--- config.mk ---
export PLATFORM = sky130hd
export DESIGN_NAME = can_mask_stamp_data_access
export DESIGN_NICKNAME = d
export VERILOG_FILES = /design/src/hdl/can_filter_pkg.sv /design/src/hdl/filt_if.sv /design/src/hdl/acceptance_filter.sv /design/src/hdl/can_mask_stamp_data_access.sv
export SDC_FILE = /design/constraint.sdc
export NUM_CORES = 2
export LEC_CHECK = 0
export ABC_CLOCK_PERIOD_IN_PS = 2800
export BUFFER_PORTS_ARGS = -buffer_cell sky130_fd_sc_hd__buf_2
export CAP_MARGIN = 10
export CORE_MARGIN = 3
export CORE_UTILIZATION = 35
export CTS_CLUSTER_SIZE = 10
export DETAILED_ROUTE_END_ITERATION = 16
export PLACE_DENSITY_LB_ADDON = 0.25
export SLEW_MARGIN = 20
export SYNTH_ARGS = -nofsm -noshare
export SYNTH_HDL_FRONTEND = slang
export SYNTH_SLANG_ARGS = --single-unit
--- constraint.sdc ---
create_clock -name mclk -period 2.8 [get_ports mclk]
set_clock_uncertainty 0.15 [all_clocks]
set_input_delay 0.14 -clock mclk [delete_from_list [all_inputs] [get_ports mclk]]
set_output_delay 0.14 -clock mclk [all_outputs]
set_load 0.03 [all_outputs]
--- src/hdl/can_filter_pkg.sv ---
`default_nettype none
package can_filter_pkg;
  // geometry
  localparam int NUM_OBJ    = 6;   // message objects
  localparam int OBJ_W      = 3;   // object select width
  localparam int IDX_W      = 3;   // data index width, eight positions
  localparam int DEPTH      = 8;   // data bytes per object
  localparam int ADDR_W     = 8;   // register byte address width
  localparam int STAMP_W    = 16;  // frame time count width

  // register byte offsets, one aligned word each
  localparam logic [7:0] PAGE_OFS  = 8'h00;
  localparam logic [7:0] MASK4_OFS = 8'h04;
  localparam logic [7:0] MASK3_OFS = 8'h08;
  localparam logic [7:0] MASK2_OFS = 8'h0C;
  localparam logic [7:0] MASK1_OFS = 8'h10;
  localparam logic [7:0] STML_OFS  = 8'h14;
  localparam logic [7:0] STMH_OFS  = 8'h18;
  localparam logic [7:0] DATA_OFS  = 8'h1C;
  localparam logic [7:0] TAG_OFS   = 8'h20;
  localparam logic [7:0] CTRL_OFS  = 8'h24;

  // page register fields
  localparam int PAGE_IDX_LSB  = 0;
  localparam int PAGE_AOFF_BIT = 3;
  localparam int PAGE_OBJ_LSB  = 4;
  // object control fields
  localparam int CTRL_RXEN_BIT = 0;
  localparam int CTRL_EXT_BIT  = 1;
  localparam int CTRL_HIT_BIT  = 2;
  // mask group fields
  localparam int STD_ID_LSB = 21;
  localparam int EXT_ID_LSB = 3;
  localparam int RTR_BIT    = 2;
  localparam int EXT_TAG_BIT = 0;
  localparam logic [31:0] CARE_STD = 32'hFFE0_0005;
  localparam logic [31:0] CARE_EXT = 32'hFFFF_FFFD;

  // reset values
  localparam logic [31:0] WORD_RST = 32'h0000_0000;
  localparam logic [7:0]  BYTE_RST = 8'h00;
  localparam logic [15:0] STAMP_RST = 16'h0000;
  localparam logic [1:0]  RESP_OKAY = 2'h0;
  localparam logic [1:0]  RESP_SLVERR = 2'h2;

  // word select compare, low two address bits ignored
  function automatic logic addr_is(input logic [7:0] a, input logic [7:0] ofs);
    return a[7:2] == ofs[7:2];
  endfunction

  // received frame laid out like the mask group
  function automatic logic [31:0] frame_word(input logic ext, input logic [28:0] id,
                                             input logic rtr);
    if (ext) begin
      return {id, rtr, 1'b0, ext};
    end
    return {id[10:0], 18'h00000, rtr, 1'b0, ext};
  endfunction
endpackage
`default_nettype wire

--- src/hdl/filt_if.sv ---
`timescale 1ns/1ns
`default_nettype none
// one object's acceptance compare
interface filt_if;
  logic [31:0] mask;      // compare enables
  logic [31:0] tag;       // expected frame word
  logic        ext_mode;  // object frame format
  logic        enabled;   // object armed for reception
  logic [31:0] frame;     // incoming frame word
  logic        hit;       // object accepts frame
  modport filt (input mask, tag, ext_mode, enabled, frame, output hit);
  modport ctl  (output mask, tag, ext_mode, enabled, frame, input hit);
endinterface
`default_nettype wire

--- src/hdl/acceptance_filter.sv ---
`timescale 1ns/1ns
`default_nettype none
module acceptance_filter (
  filt_if.filt f
);
  import can_filter_pkg::*;

  logic [31:0] care;  // bits that really compare

  // cleared mask bit forces a pass, set bit compares only where the frame format's care bits allow
  always_comb begin
    care  = f.mask & (f.ext_mode ? CARE_EXT : CARE_STD);
    f.hit = f.enabled && (((f.frame ^ f.tag) & care) == 32'h0000_0000);
  end
endmodule
`default_nettype wire

--- src/hdl/can_mask_stamp_data_access.sv ---
`timescale 1ns/1ns
`default_nettype none
module can_mask_stamp_data_access (
  input  wire logic                               mclk,
  input  wire logic                               reset,
  input  wire logic [can_filter_pkg::ADDR_W-1:0]  awaddr,
  input  wire logic                               awvalid,
  output logic                                    awready,
  input  wire logic [31:0]                        wdata,
  input  wire logic [3:0]                         wstrb,
  input  wire logic                               wvalid,
  output logic                                    wready,
  output logic [1:0]                              bresp,
  output logic                                    bvalid,
  input  wire logic                               bready,
  input  wire logic [can_filter_pkg::ADDR_W-1:0]  araddr,
  input  wire logic                               arvalid,
  output logic                                    arready,
  output logic [31:0]                             rdata,
  output logic [1:0]                              rresp,
  output logic                                    rvalid,
  input  wire logic                               rready,
  input  wire logic                               bit_tick,
  input  wire logic                               rx_frame_valid,
  input  wire logic [28:0]                        rx_ident,
  input  wire logic                               rx_remote,
  input  wire logic                               rx_extended,
  output logic [can_filter_pkg::NUM_OBJ-1:0]      accept_hit
);
  import can_filter_pkg::*;

  // bus channel state
  logic              aw_held_r;   // write address captured
  logic              w_held_r;    // write data captured
  logic [ADDR_W-1:0] aw_addr_r;   // captured write address
  logic [31:0]       w_data_r;    // captured write data
  logic [3:0]        w_strb_r;    // captured byte enables
  logic              awready_r;
  logic              wready_r;
  logic              bvalid_r;
  logic [1:0]        bresp_r;
  logic              arready_r;
  logic              rvalid_r;
  logic [31:0]       rdata_r;
  logic [1:0]        rresp_r;

  // page and object state
  logic [OBJ_W-1:0]  obj_sel_r;   // selected message object
  logic [IDX_W-1:0]  data_idx_r;  // byte index in the object
  logic              auto_off_r;  // auto increment disabled
  logic [31:0]       mask_r    [NUM_OBJ];
  logic [31:0]       tag_r     [NUM_OBJ];
  logic [15:0]       stamp_r   [NUM_OBJ];
  logic [7:0]        data_r    [NUM_OBJ*DEPTH];
  logic [NUM_OBJ-1:0] rx_en_r;    // object armed for reception
  logic [NUM_OBJ-1:0] ext_r;      // extension flag per object
  logic [NUM_OBJ-1:0] hit_flag_r; // sticky frame accepted
  logic [STAMP_W-1:0] frame_time_count_r;
  logic [NUM_OBJ-1:0] accept_hit_r;

  // decode helpers
  logic              aw_take;
  logic              w_take;
  logic              wr_go;       // write performed this cycle
  logic              rd_go;       // read taken this cycle
  logic              obj_ok;      // selection names a real object
  logic [OBJ_W-1:0]  obj_use;     // selection clamped for reads
  logic [5:0]        data_at;     // flat data byte address
  logic              dw_wr;
  logic              dw_rd;
  logic              page_wr;
  logic [1:0]        idx_step;
  logic [31:0]       rd_data_c;
  logic              rd_err_c;
  logic              wr_err_c;
  logic [31:0]       rx_word;
  logic [NUM_OBJ-1:0] hit_c;

  assign aw_take = awvalid & awready_r;
  assign w_take  = wvalid & wready_r;
  // response slot must be free before the next write acts
  assign wr_go   = aw_held_r & w_held_r & ~bvalid_r;
  assign rd_go   = arvalid & arready_r;
  assign obj_ok  = obj_sel_r < OBJ_W'(NUM_OBJ);
  assign obj_use = obj_ok ? obj_sel_r : '0;
  assign data_at = {obj_use, data_idx_r};
  assign rx_word = frame_word(rx_extended, rx_ident, rx_remote);

  // data window accesses; an empty selection does nothing
  assign dw_wr   = wr_go & addr_is(aw_addr_r, DATA_OFS) & obj_ok;
  assign dw_rd   = rd_go & addr_is(araddr, DATA_OFS) & obj_ok;
  assign page_wr = wr_go & addr_is(aw_addr_r, PAGE_OFS) & w_strb_r[0];
  assign idx_step = {1'b0, dw_wr} + {1'b0, dw_rd};

  // write address channel
  always_ff @(posedge mclk) begin
    if (reset) begin
      aw_held_r <= 1'b0;
      aw_addr_r <= '0;
      awready_r <= 1'b0;
    end else begin
      if (aw_take) begin
        aw_held_r <= 1'b1;
        aw_addr_r <= awaddr;
      end else if (wr_go) begin
        aw_held_r <= 1'b0;
      end
      awready_r <= ~((aw_held_r | aw_take) & ~wr_go);
    end
  end

  // write data channel, taken independently of the address
  always_ff @(posedge mclk) begin
    if (reset) begin
      w_held_r <= 1'b0;
      w_data_r <= WORD_RST;
      w_strb_r <= 4'h0;
      wready_r <= 1'b0;
    end else begin
      if (w_take) begin
        w_held_r <= 1'b1;
        w_data_r <= wdata;
        w_strb_r <= wstrb;
      end else if (wr_go) begin
        w_held_r <= 1'b0;
      end
      wready_r <= ~((w_held_r | w_take) & ~wr_go);
    end
  end

  // unmapped and stamp writes, and object register writes with an empty selection, answer with an error
  always_comb begin
    wr_err_c = 1'b0;
    if (addr_is(aw_addr_r, PAGE_OFS)) begin
      wr_err_c = 1'b0;
    end else if (addr_is(aw_addr_r, STML_OFS) || addr_is(aw_addr_r, STMH_OFS)) begin
      wr_err_c = 1'b1;
    end else if (addr_is(aw_addr_r, MASK4_OFS) || addr_is(aw_addr_r, MASK3_OFS) ||
                 addr_is(aw_addr_r, MASK2_OFS) || addr_is(aw_addr_r, MASK1_OFS) ||
                 addr_is(aw_addr_r, DATA_OFS) || addr_is(aw_addr_r, TAG_OFS) ||
                 addr_is(aw_addr_r, CTRL_OFS)) begin
      wr_err_c = ~obj_ok;
    end else begin
      wr_err_c = 1'b1;
    end
  end

  // write response
  always_ff @(posedge mclk) begin
    if (reset) begin
      bvalid_r <= 1'b0;
      bresp_r  <= RESP_OKAY;
    end else if (wr_go) begin
      bvalid_r <= 1'b1;
      bresp_r  <= wr_err_c ? RESP_SLVERR : RESP_OKAY;
    end else if (bready) begin
      bvalid_r <= 1'b0;
    end
  end

  // page select and data index
  always_ff @(posedge mclk) begin
    if (reset) begin
      obj_sel_r  <= '0;
      data_idx_r <= '0;
      auto_off_r <= 1'b0;
    end else if (page_wr) begin
      // a fresh page write restarts the index where software asks
      obj_sel_r  <= w_data_r[PAGE_OBJ_LSB +: OBJ_W];
      data_idx_r <= w_data_r[PAGE_IDX_LSB +: IDX_W];
      auto_off_r <= w_data_r[PAGE_AOFF_BIT];
    end else if (!auto_off_r) begin
      // both windows in one cycle advance by two; wrap is free
      data_idx_r <= data_idx_r + IDX_W'(idx_step);
    end
  end

  // identifier mask bytes, stored as written
  always_ff @(posedge mclk) begin
    if (reset) begin
      for (int o = 0; o < NUM_OBJ; o++) begin
        mask_r[o] <= WORD_RST;
      end
    end else if (wr_go && obj_ok && w_strb_r[0]) begin
      // reserved bits are kept so a read returns what was written
      if (addr_is(aw_addr_r, MASK4_OFS)) begin
        mask_r[obj_sel_r][7:0] <= w_data_r[7:0];
      end
      if (addr_is(aw_addr_r, MASK3_OFS)) begin
        mask_r[obj_sel_r][15:8] <= w_data_r[7:0];
      end
      if (addr_is(aw_addr_r, MASK2_OFS)) begin
        mask_r[obj_sel_r][23:16] <= w_data_r[7:0];
      end
      if (addr_is(aw_addr_r, MASK1_OFS)) begin
        mask_r[obj_sel_r][31:24] <= w_data_r[7:0];
      end
    end
  end

  // identifier tag word, byte lanes honoured
  always_ff @(posedge mclk) begin
    if (reset) begin
      for (int o = 0; o < NUM_OBJ; o++) begin
        tag_r[o] <= WORD_RST;
      end
    end else if (wr_go && obj_ok && addr_is(aw_addr_r, TAG_OFS)) begin
      for (int b = 0; b < 4; b++) begin
        if (w_strb_r[b]) begin
          tag_r[obj_sel_r][8*b +: 8] <= w_data_r[8*b +: 8];
        end
      end
    end
  end

  // object data bytes behind the window
  always_ff @(posedge mclk) begin
    if (reset) begin
      for (int i = 0; i < NUM_OBJ*DEPTH; i++) begin
        data_r[i] <= BYTE_RST;
      end
    end else if (dw_wr && w_strb_r[0]) begin
      data_r[data_at] <= w_data_r[7:0];
    end
  end

  // free running frame time counter
  always_ff @(posedge mclk) begin
    if (reset) begin
      frame_time_count_r <= STAMP_RST;
    end else if (bit_tick) begin
      frame_time_count_r <= frame_time_count_r + 16'h0001;
    end
  end

  // one compare unit per object
  for (genvar o = 0; o < NUM_OBJ; o++) begin : g_obj
    filt_if f ();
    assign f.mask     = mask_r[o];
    assign f.tag      = {tag_r[o][31:1], ext_r[o]};
    assign f.ext_mode = ext_r[o];
    assign f.enabled  = rx_en_r[o];
    assign f.frame    = rx_word;
    assign hit_c[o]   = f.hit;
    acceptance_filter u_filt (
      .f (f)
    );
  end

  // object control, sticky hit; a new hit beats a clear
  always_ff @(posedge mclk) begin
    if (reset) begin
      rx_en_r    <= '0;
      ext_r      <= '0;
      hit_flag_r <= '0;
    end else begin
      for (int o = 0; o < NUM_OBJ; o++) begin
        if (wr_go && w_strb_r[0] && addr_is(aw_addr_r, CTRL_OFS) &&
            obj_sel_r == OBJ_W'(o)) begin
          rx_en_r[o] <= w_data_r[CTRL_RXEN_BIT];
          ext_r[o]   <= w_data_r[CTRL_EXT_BIT];
          hit_flag_r[o] <= (hit_flag_r[o] & ~w_data_r[CTRL_HIT_BIT]) |
                           (rx_frame_valid & hit_c[o]);
        end else if (rx_frame_valid && hit_c[o]) begin
          hit_flag_r[o] <= 1'b1;
        end
      end
    end
  end

  // stamp taken when an object accepts a frame
  always_ff @(posedge mclk) begin
    if (reset) begin
      for (int o = 0; o < NUM_OBJ; o++) begin
        stamp_r[o] <= STAMP_RST;
      end
      accept_hit_r <= '0;
    end else begin
      for (int o = 0; o < NUM_OBJ; o++) begin
        if (rx_frame_valid && hit_c[o]) begin
          stamp_r[o] <= frame_time_count_r;
        end
      end
      accept_hit_r <= rx_frame_valid ? hit_c : '0;
    end
  end

  // read decode; high stamp byte is not latched with the low one
  always_comb begin
    rd_data_c = WORD_RST;
    rd_err_c  = ~obj_ok;
    case (araddr[ADDR_W-1:2])
      PAGE_OFS[7:2]: begin
        rd_err_c  = 1'b0;
        rd_data_c = {24'h000000, 1'b0, obj_sel_r, auto_off_r, data_idx_r};
      end
      MASK4_OFS[7:2]: rd_data_c = {24'h000000, mask_r[obj_use][7:0]};
      MASK3_OFS[7:2]: rd_data_c = {24'h000000, mask_r[obj_use][15:8]};
      MASK2_OFS[7:2]: rd_data_c = {24'h000000, mask_r[obj_use][23:16]};
      MASK1_OFS[7:2]: rd_data_c = {24'h000000, mask_r[obj_use][31:24]};
      STML_OFS[7:2]:  rd_data_c = {24'h000000, stamp_r[obj_use][7:0]};
      STMH_OFS[7:2]:  rd_data_c = {24'h000000, stamp_r[obj_use][15:8]};
      DATA_OFS[7:2]:  rd_data_c = {24'h000000, data_r[data_at]};
      TAG_OFS[7:2]:   rd_data_c = tag_r[obj_use];
      CTRL_OFS[7:2]: begin
        rd_data_c = {29'h00000000, hit_flag_r[obj_use], ext_r[obj_use], rx_en_r[obj_use]};
      end
      default: begin
        rd_err_c  = 1'b1;
        rd_data_c = WORD_RST;
      end
    endcase
    if (rd_err_c) begin
      rd_data_c = WORD_RST;
    end
  end

  // read channel, one read outstanding
  always_ff @(posedge mclk) begin
    if (reset) begin
      rvalid_r  <= 1'b0;
      rdata_r   <= WORD_RST;
      rresp_r   <= RESP_OKAY;
      arready_r <= 1'b0;
    end else begin
      if (rd_go) begin
        rvalid_r <= 1'b1;
        rdata_r  <= rd_data_c;
        rresp_r  <= rd_err_c ? RESP_SLVERR : RESP_OKAY;
      end else if (rready) begin
        rvalid_r <= 1'b0;
      end
      arready_r <= ~(rd_go | (rvalid_r & ~rready));
    end
  end

  assign awready    = awready_r;
  assign wready     = wready_r;
  assign bvalid     = bvalid_r;
  assign bresp      = bresp_r;
  assign arready    = arready_r;
  assign rvalid     = rvalid_r;
  assign rdata      = rdata_r;
  assign rresp      = rresp_r;
  assign accept_hit = accept_hit_r;
endmodule
`default_nettype wire

== Word-level counts from Yosys, hierarchy flattened ==
Memory sizes are Yosys's and may differ from the RTL's.
Cells that the tools add are included.

* Register bits after elaboration: 134
* RAM bits: 864
* Bits of input ports: 92
* Output and inout bits: 47
* Word-level logic and storage cells: 307
* Memories kept: 4

* Add/subtract/negate cells: 3
* $lt $le $gt $ge: 2
* Equal/unequal tests: 24
* Multiplexer cells: 115
* Bitwise gates (word level): 68
* Reductions and logical operators: 55

{| class="wikitable"
|+ Memories
! name !! depth !! width !! read ports !! clocked after Yosys merged registers in !! wr ports !! RTL line !! RTL
|-
| data_r || 48 || 8 || 1 || 0 || 48 || can_mask_stamp_data_access.sv:54 || <nowiki>logic [7:0] data_r [NUM_OBJ*DEPTH];</nowiki>
|-
| mask_r || 6 || 32 || 7 || 0 || 6 || can_mask_stamp_data_access.sv:51 || <nowiki>logic [31:0] mask_r [NUM_OBJ];</nowiki>
|-
| tag_r || 6 || 32 || 7 || 0 || 6 || can_mask_stamp_data_access.sv:52 || <nowiki>logic [31:0] tag_r [NUM_OBJ];</nowiki>
|-
| stamp_r || 6 || 16 || 1 || 0 || 6 || can_mask_stamp_data_access.sv:53 || <nowiki>logic [15:0] stamp_r [NUM_OBJ];</nowiki>
|}

{| class="wikitable"
|+ Operators by type and width
! operator !! count
|-
| $and A32 B32 Y32 || 12
|-
| $pmux W32 S10 || 1
|-
| $logic_not A32 Y1 || 6
|-
| $xor A32 B32 Y32 || 6
|-
| $mux W32 || 5
|-
| $mux W21 || 6
|-
| $mux W16 || 6
|-
| $mux W1 || 82
|-
| $reduce_or A32 Y1 || 2
|-
| $eq A6 B3 Y1 const B || 8
|-
| $and A1 B1 Y1 || 26
|-
| $eq A6 B2 Y1 const B || 4
|-
| $eq A6 B4 Y1 const B || 4
|-
| $logic_and A1 B1 Y1 || 24
|-
| $reduce_bool A2 Y1 || 10
|-
| $add A16 B1 Y16 const B || 1
|-
| $mux W3 || 5
|-
| $or A1 B1 Y1 || 15
|-
| $eq A6 B1 Y1 const B || 2
|-
| $logic_not A6 Y1 || 2
|-
| $bmux W1 S3 || 3
|-
| $not A1 Y1 || 9
|-
| $reduce_or A9 Y1 || 1
|-
| $mux W4 || 2
|-
| 16 further kinds || 25
|}

== Logic depth before layout (Yosys ltp) ==
* Depth in word-level cells: 11
* Gate-level depth with buffers: 14
* Mapped depth without buffers: 9

== By module ==
From an unflattened synthesis, not the netlist that was laid out.

* Cells, all modules: 4302
* Area total of the unflattened synthesis: 58140.8 sq um

{| class="wikitable"
|+ By module, submodules not included
! module !! instances !! cells each !! area each (sq um)
|-
| can_mask_stamp_data_access || 1 || 3990 || 55423.2
|-
| acceptance_filter || 6 || 52 || 452.9
|}

== Least setup slack after synthesis ==
No wires, ideal clock.

* Path type: flip-flop to flip-flop
* From: register obj_sel_r[1]
* To: memory data_r[63][0] (enable)
* Setup time: 0.332 ns
* Arrival time: 2.386 ns
* Slack: -0.068 ns
* Cell stages (with the launch flop): 12
* Path buffers: 6
* Cells stage by stage: dfxtp_1 -> ha_1 -> buf_4 -> nor2b_4 -> buf_6 -> buf_12 -> buf_6 -> buf_6 -> buf_4 -> nand3_1 -> nor2_1 -> and2_1

{| class="wikitable"
|+ RTL lines
! item !! RTL line !! RTL
|-
| from (decl) || can_mask_stamp_data_access.sv:48 || <nowiki>logic [OBJ_W-1:0] obj_sel_r;</nowiki>
|-
| from (signal assigned) || can_mask_stamp_data_access.sv:169 || <nowiki>obj_sel_r <= w_data_r[PAGE_OBJ_LSB +: OBJ_W];</nowiki>
|-
| to (decl) || can_mask_stamp_data_access.sv:54 ||
|}

== Worst setup path after layout ==
* From: register obj_sel_r[2]
* To: register rdata_r[2] (netlist: rdata[2])

* Cells in the longest elaborated chain, start to end: 6

{| class="wikitable"
|+ Ends and longest elaborated chain
! item !! RTL line !! RTL
|-
| branches (longest 5 deep; another with $mem_v2 Z48 W8) || n/a ||
|-
| $mux W32 * || can_mask_stamp_data_access.sv:313 || <nowiki>if (rd_err_c) begin</nowiki>
|-
| to (signal assigned) || can_mask_stamp_data_access.sv:328 || <nowiki>rdata_r <= rd_data_c;</nowiki>
|-
| to (decl) || can_mask_stamp_data_access.sv:44 || <nowiki>logic [31:0] rdata_r;</nowiki>
|}

Every way passes the cells marked *. The select of a mux whose other input is x is not followed.
A chain may end at the register's enable or synchronous reset.

==> flow_summary_export.csv <==
group,metric,value,unit
run_status,status,"complete, but fails checks",
run_status,violations,"setup timing",
synth,syn_inst,4365,
cells_and_area,areaGrowthSynthToFinish,24.9,%
clock_tree,root_buffer,"clkbuf_16",
power_and_ir_drop,ir_worst_vdd,633,uV
sta,worst_slack,-72.8,ps
cells_and_area,layout_commonest_cell,"edfxtp_1",
synth,synth_edf_count,1120,
place,portBuffers,132,
place,routabilityCongestion,0.950,
clock_tree,cts_buffers,148,
sta,setup_violations,3,
synth,ys_async_sr_fraction,0,%
global_routing,met2_usage,36.4,%
synth,syn_avg_cell_area,13.4,um2
global_routing,grt_max_degree,84,
global_routing,grt_util_met3,4.94,%
critical_path,cp_top_family,"buffers and inverters",
power_and_ir_drop,power,41.3,mW
synth,ys_ff_latch,1250,
floorplan,core-area,166000,um2
global_routing,grt_pass1_wl,296,mm
floorplan,start_util,35.3,%
sta,period_needed,2870,ps
sta,clock.fmax,348,MHz
floorplan,rows,149,
cells_and_area,layout_common_cells,"1120 x edfxtp_1, 766 x and2_1, 521 x buf_4",
global_routing,antenna_found_initial,12,
detailed_routing,wire_per_inst,28.2,um
critical_path,worstPathMaxFanout,6,
clock_tree,cts_max_level,4,
critical_path,setup.worst_path.start,"obj_sel_r[2]",
floorplan,boundaryPins,139,
synth,ys_warn_count,0,
floorplan,fp.dieH,415,um
floorplan,die_area,172000,um2
sta,hold-worst-slack,99.1,ps
critical_path,r2r-start,"obj_sel_r[2]",
critical_path,arrival,3370,ps
synth,netlist_area,58500,um2
sta,hold_viol,0,
flow_run,cap_violations,0,
global_routing,top_usage_layer,"met2",
sta,max_slew_margin,42.4,%
global_routing,met1_usage,33.6,%
critical_path,crit_slowest_cell,"mux4_2",
cells_and_area,finalNonFillerCells,7470,
cells_and_area,nets,5286,
detailed_routing,final_antenna_net_count,0,
detailed_routing,num_vias,40900,
detailed_routing,drt_iter0_drc,5115,
critical_path,path_buf_inv,5,
detailed_routing,routed_wl,211,mm
sta,drv_slew,0,
critical_path,worstSetupPathType,"flip-flop to flip-flop",
sta,tightest_slew,861,ps
power_and_ir_drop,p_leak,26.2,nW
floorplan,die_x,415,um
global_routing,gr-total-overflow,0,
synth,ys_types,89,
clock_tree,cts_buffer_depth,3,
critical_path,slowest_delay,530,ps
clock_tree,cts_tree,"yes",
critical_path,crit_path_start_kind,"flip-flop",
synth,ys_seq_area_share,61.9,%
power_and_ir_drop,p_per_area,565,nW/um2
detailed_routing,viasPerCell,5.48,
min_path,min_from,"rx_frame_valid",
sta,rsz0062_at_grt,"true",
min_path,worstHoldPathType,"input port to flip-flop",
synth,yosysTopAreaCell,"edfxtp_1",
detailed_routing,drc,0,
place,dpl_worst_slack,-368,ps
synth,synth.top_cell.area_share,57.5,%
synth,ys_dominant_reg_cell,"edfxtp_1",
critical_path,path_cells,"ha_4 -> nor2b_4 -> buf_12 -> buf_12 -> buf_12 -> mux4_2 -> a22oi_2 -> buf_4 -> nand2_1 -> o21ai_2 -> buf_4 -> and4_2 -> a211oi_1",
critical_path,path_common_cell,"buf_12",
clock_tree,path_clk_slew,60,ps
cells_and_area,drive_gt1_share,26.1,%
global_routing,track_usage,23.8,%
global_routing,grt_pass1_vias,40000,
critical_path,crit_required,3300,ps
clock_tree,cts.sinks,1250,
place,dp_hpwl,152,mm
clock_tree,clk_latency,800,ps
critical_path,critical_path.endpoint_type,"flip-flop",
place,place_inst,6997,
detailed_routing,firstDrtPassIters,6,
sta,period_share,103,%
synth,synth_area_leaders,"edfxtp_1 57%, and2_1 8.2%, mux4_2 6.0%",
through the flow:
stage / TNS, ps / cell area (um2) / utilization [%]
2_1_floorplan: -447 / 58500 / -
3_3_place_gp: -10750 / 65800 / 39.8
3_5_place_dp: -8620 / 65800 / 39.8
4_1_cts: -80.6 / 72300 / 43.6
5_1_grt: -683 / 73100 / 44.1
6_report: -98.5 / 73100 / 44.2
final cells by class:
| class | count | area [um2] |
|---|---|---|
| Inverter | 12 | 45.0 |
| Tap cell | 2189 | 2740 |
| Clock inverter | 20 | 216 |
| Clock buffer | 216 | 4130 |
| Fill cell | 15000 | 92500 |
| Antenna cell | 7 | 17.5 |
| Timing Repair Buffer | 943 | 8490 |
| Sequential cell | 1250 | 36300 |
| Multi-Input combinational cell | 2833 | 21200 |
worst min-delay path: stages:
cell and delay (ps):
buf_2 180, nand4_1 130, a221oi_2 50, nand4_4 100, buf_4 270, a21oi_1 100
worst paths after layout:
| check | to | slack [ps] | depth (start not counted) |
|---|---|---|---|
| min | hit_flag_r[4] | 100 | 6 |
| max reg2reg | rdata[2] | -70 | 13 |
| min reg2reg | hit_flag_r[2] | 310 | 2 |
| max | rdata[2] | -70 | 13 |
cell families (layout without fill, tap and decap cells):
| family | after synthesis | after routing | synth area share [%] |
|---|---|---|---|
| flip-flops | 1250 | 1250 | 61.9 |
| multiplexers | 343 | 343 | 9.53 |
| AO/OA/AOI/OAI | 525 | 525 | 6.40 |
| buffers and inverters | 283 | 1191 | 2.67 |
| AND/OR/NAND/NOR | 1754 | 1754 | 16.3 |
| other | 1 | 9 | 0.00641 |
| XOR/XNOR | 203 | 203 | 3.04 |
| adder cells (fa/ha/maj) | 6 | 6 | 0.141 |
metal layers:
layer,routed length (um),vias up,share of wire [%]
li1,-,17700,-
met1,89400,20900,42
met2,94400,2012,45
met3,19500,336,9.2
met4,7560,0,3.6
met5,0,-,0
Yosys cell counts (11+ instances only):
cell type,instances
a221oi_2,15
clkbuf_1,156
o21ai_0,47
o22ai_1,11
a22o_1,29
mux2i_1,148
a32oi_1,16
buf_4,22
nor3_1,14
a211oi_1,23
nand3_1,71
dfxtp_1,130
or2_2,86
inv_1,11
mux2_2,27
nor2b_1,14
nand2b_1,27
a221oi_1,41
buf_2,40
mux2i_4,11
and2_1,771
edfxtp_1,1120
buf_1,12
clkbuf_8,12
o211ai_1,13
nor2_1,341
xor2_1,24
mux4_2,155
nand4_1,36
a31oi_1,17
buf_6,25
a21oi_1,151
a22oi_1,104
xnor2_1,179
nand2_1,318
flip-flops by register name, summed over array words and instances, names as in the netlist, 3 cells and up:
register / cells
accept_hit: 6
aw_addr_r: 6
data_idx_r: 3
data_r: 512
ext_r: 6
frame_time_count_r: 16
hit_flag_r: 6
mask_r: 256
obj_sel_r: 3
rdata: 32
rx_en_r: 6
stamp_r: 96
tag_r: 256
w_data_r: 32
w_strb_r: 4
power by group:
part / internal [mW] / switching, mW
Combinational: 0.906 / 1.43
Clock: 10.3 / 7.57
Sequential: 20.7 / 0.400
Total: 31.9 / 9.41
timing repair:
| action | CTS | global route |
|---|---|---|
| hold buffers | 177 | 1 |
| endpoints found under the setup margin | 223 | 506 |
| resized for setup | 50 | 93 |
| endpoints found under the hold margin | 128 | 1 |
| setup buffers | 9 | 41 |
| pin swaps | 10 | 23 |
| gates cloned | 2 | 3 |
(Power assumes the default switching activity.)
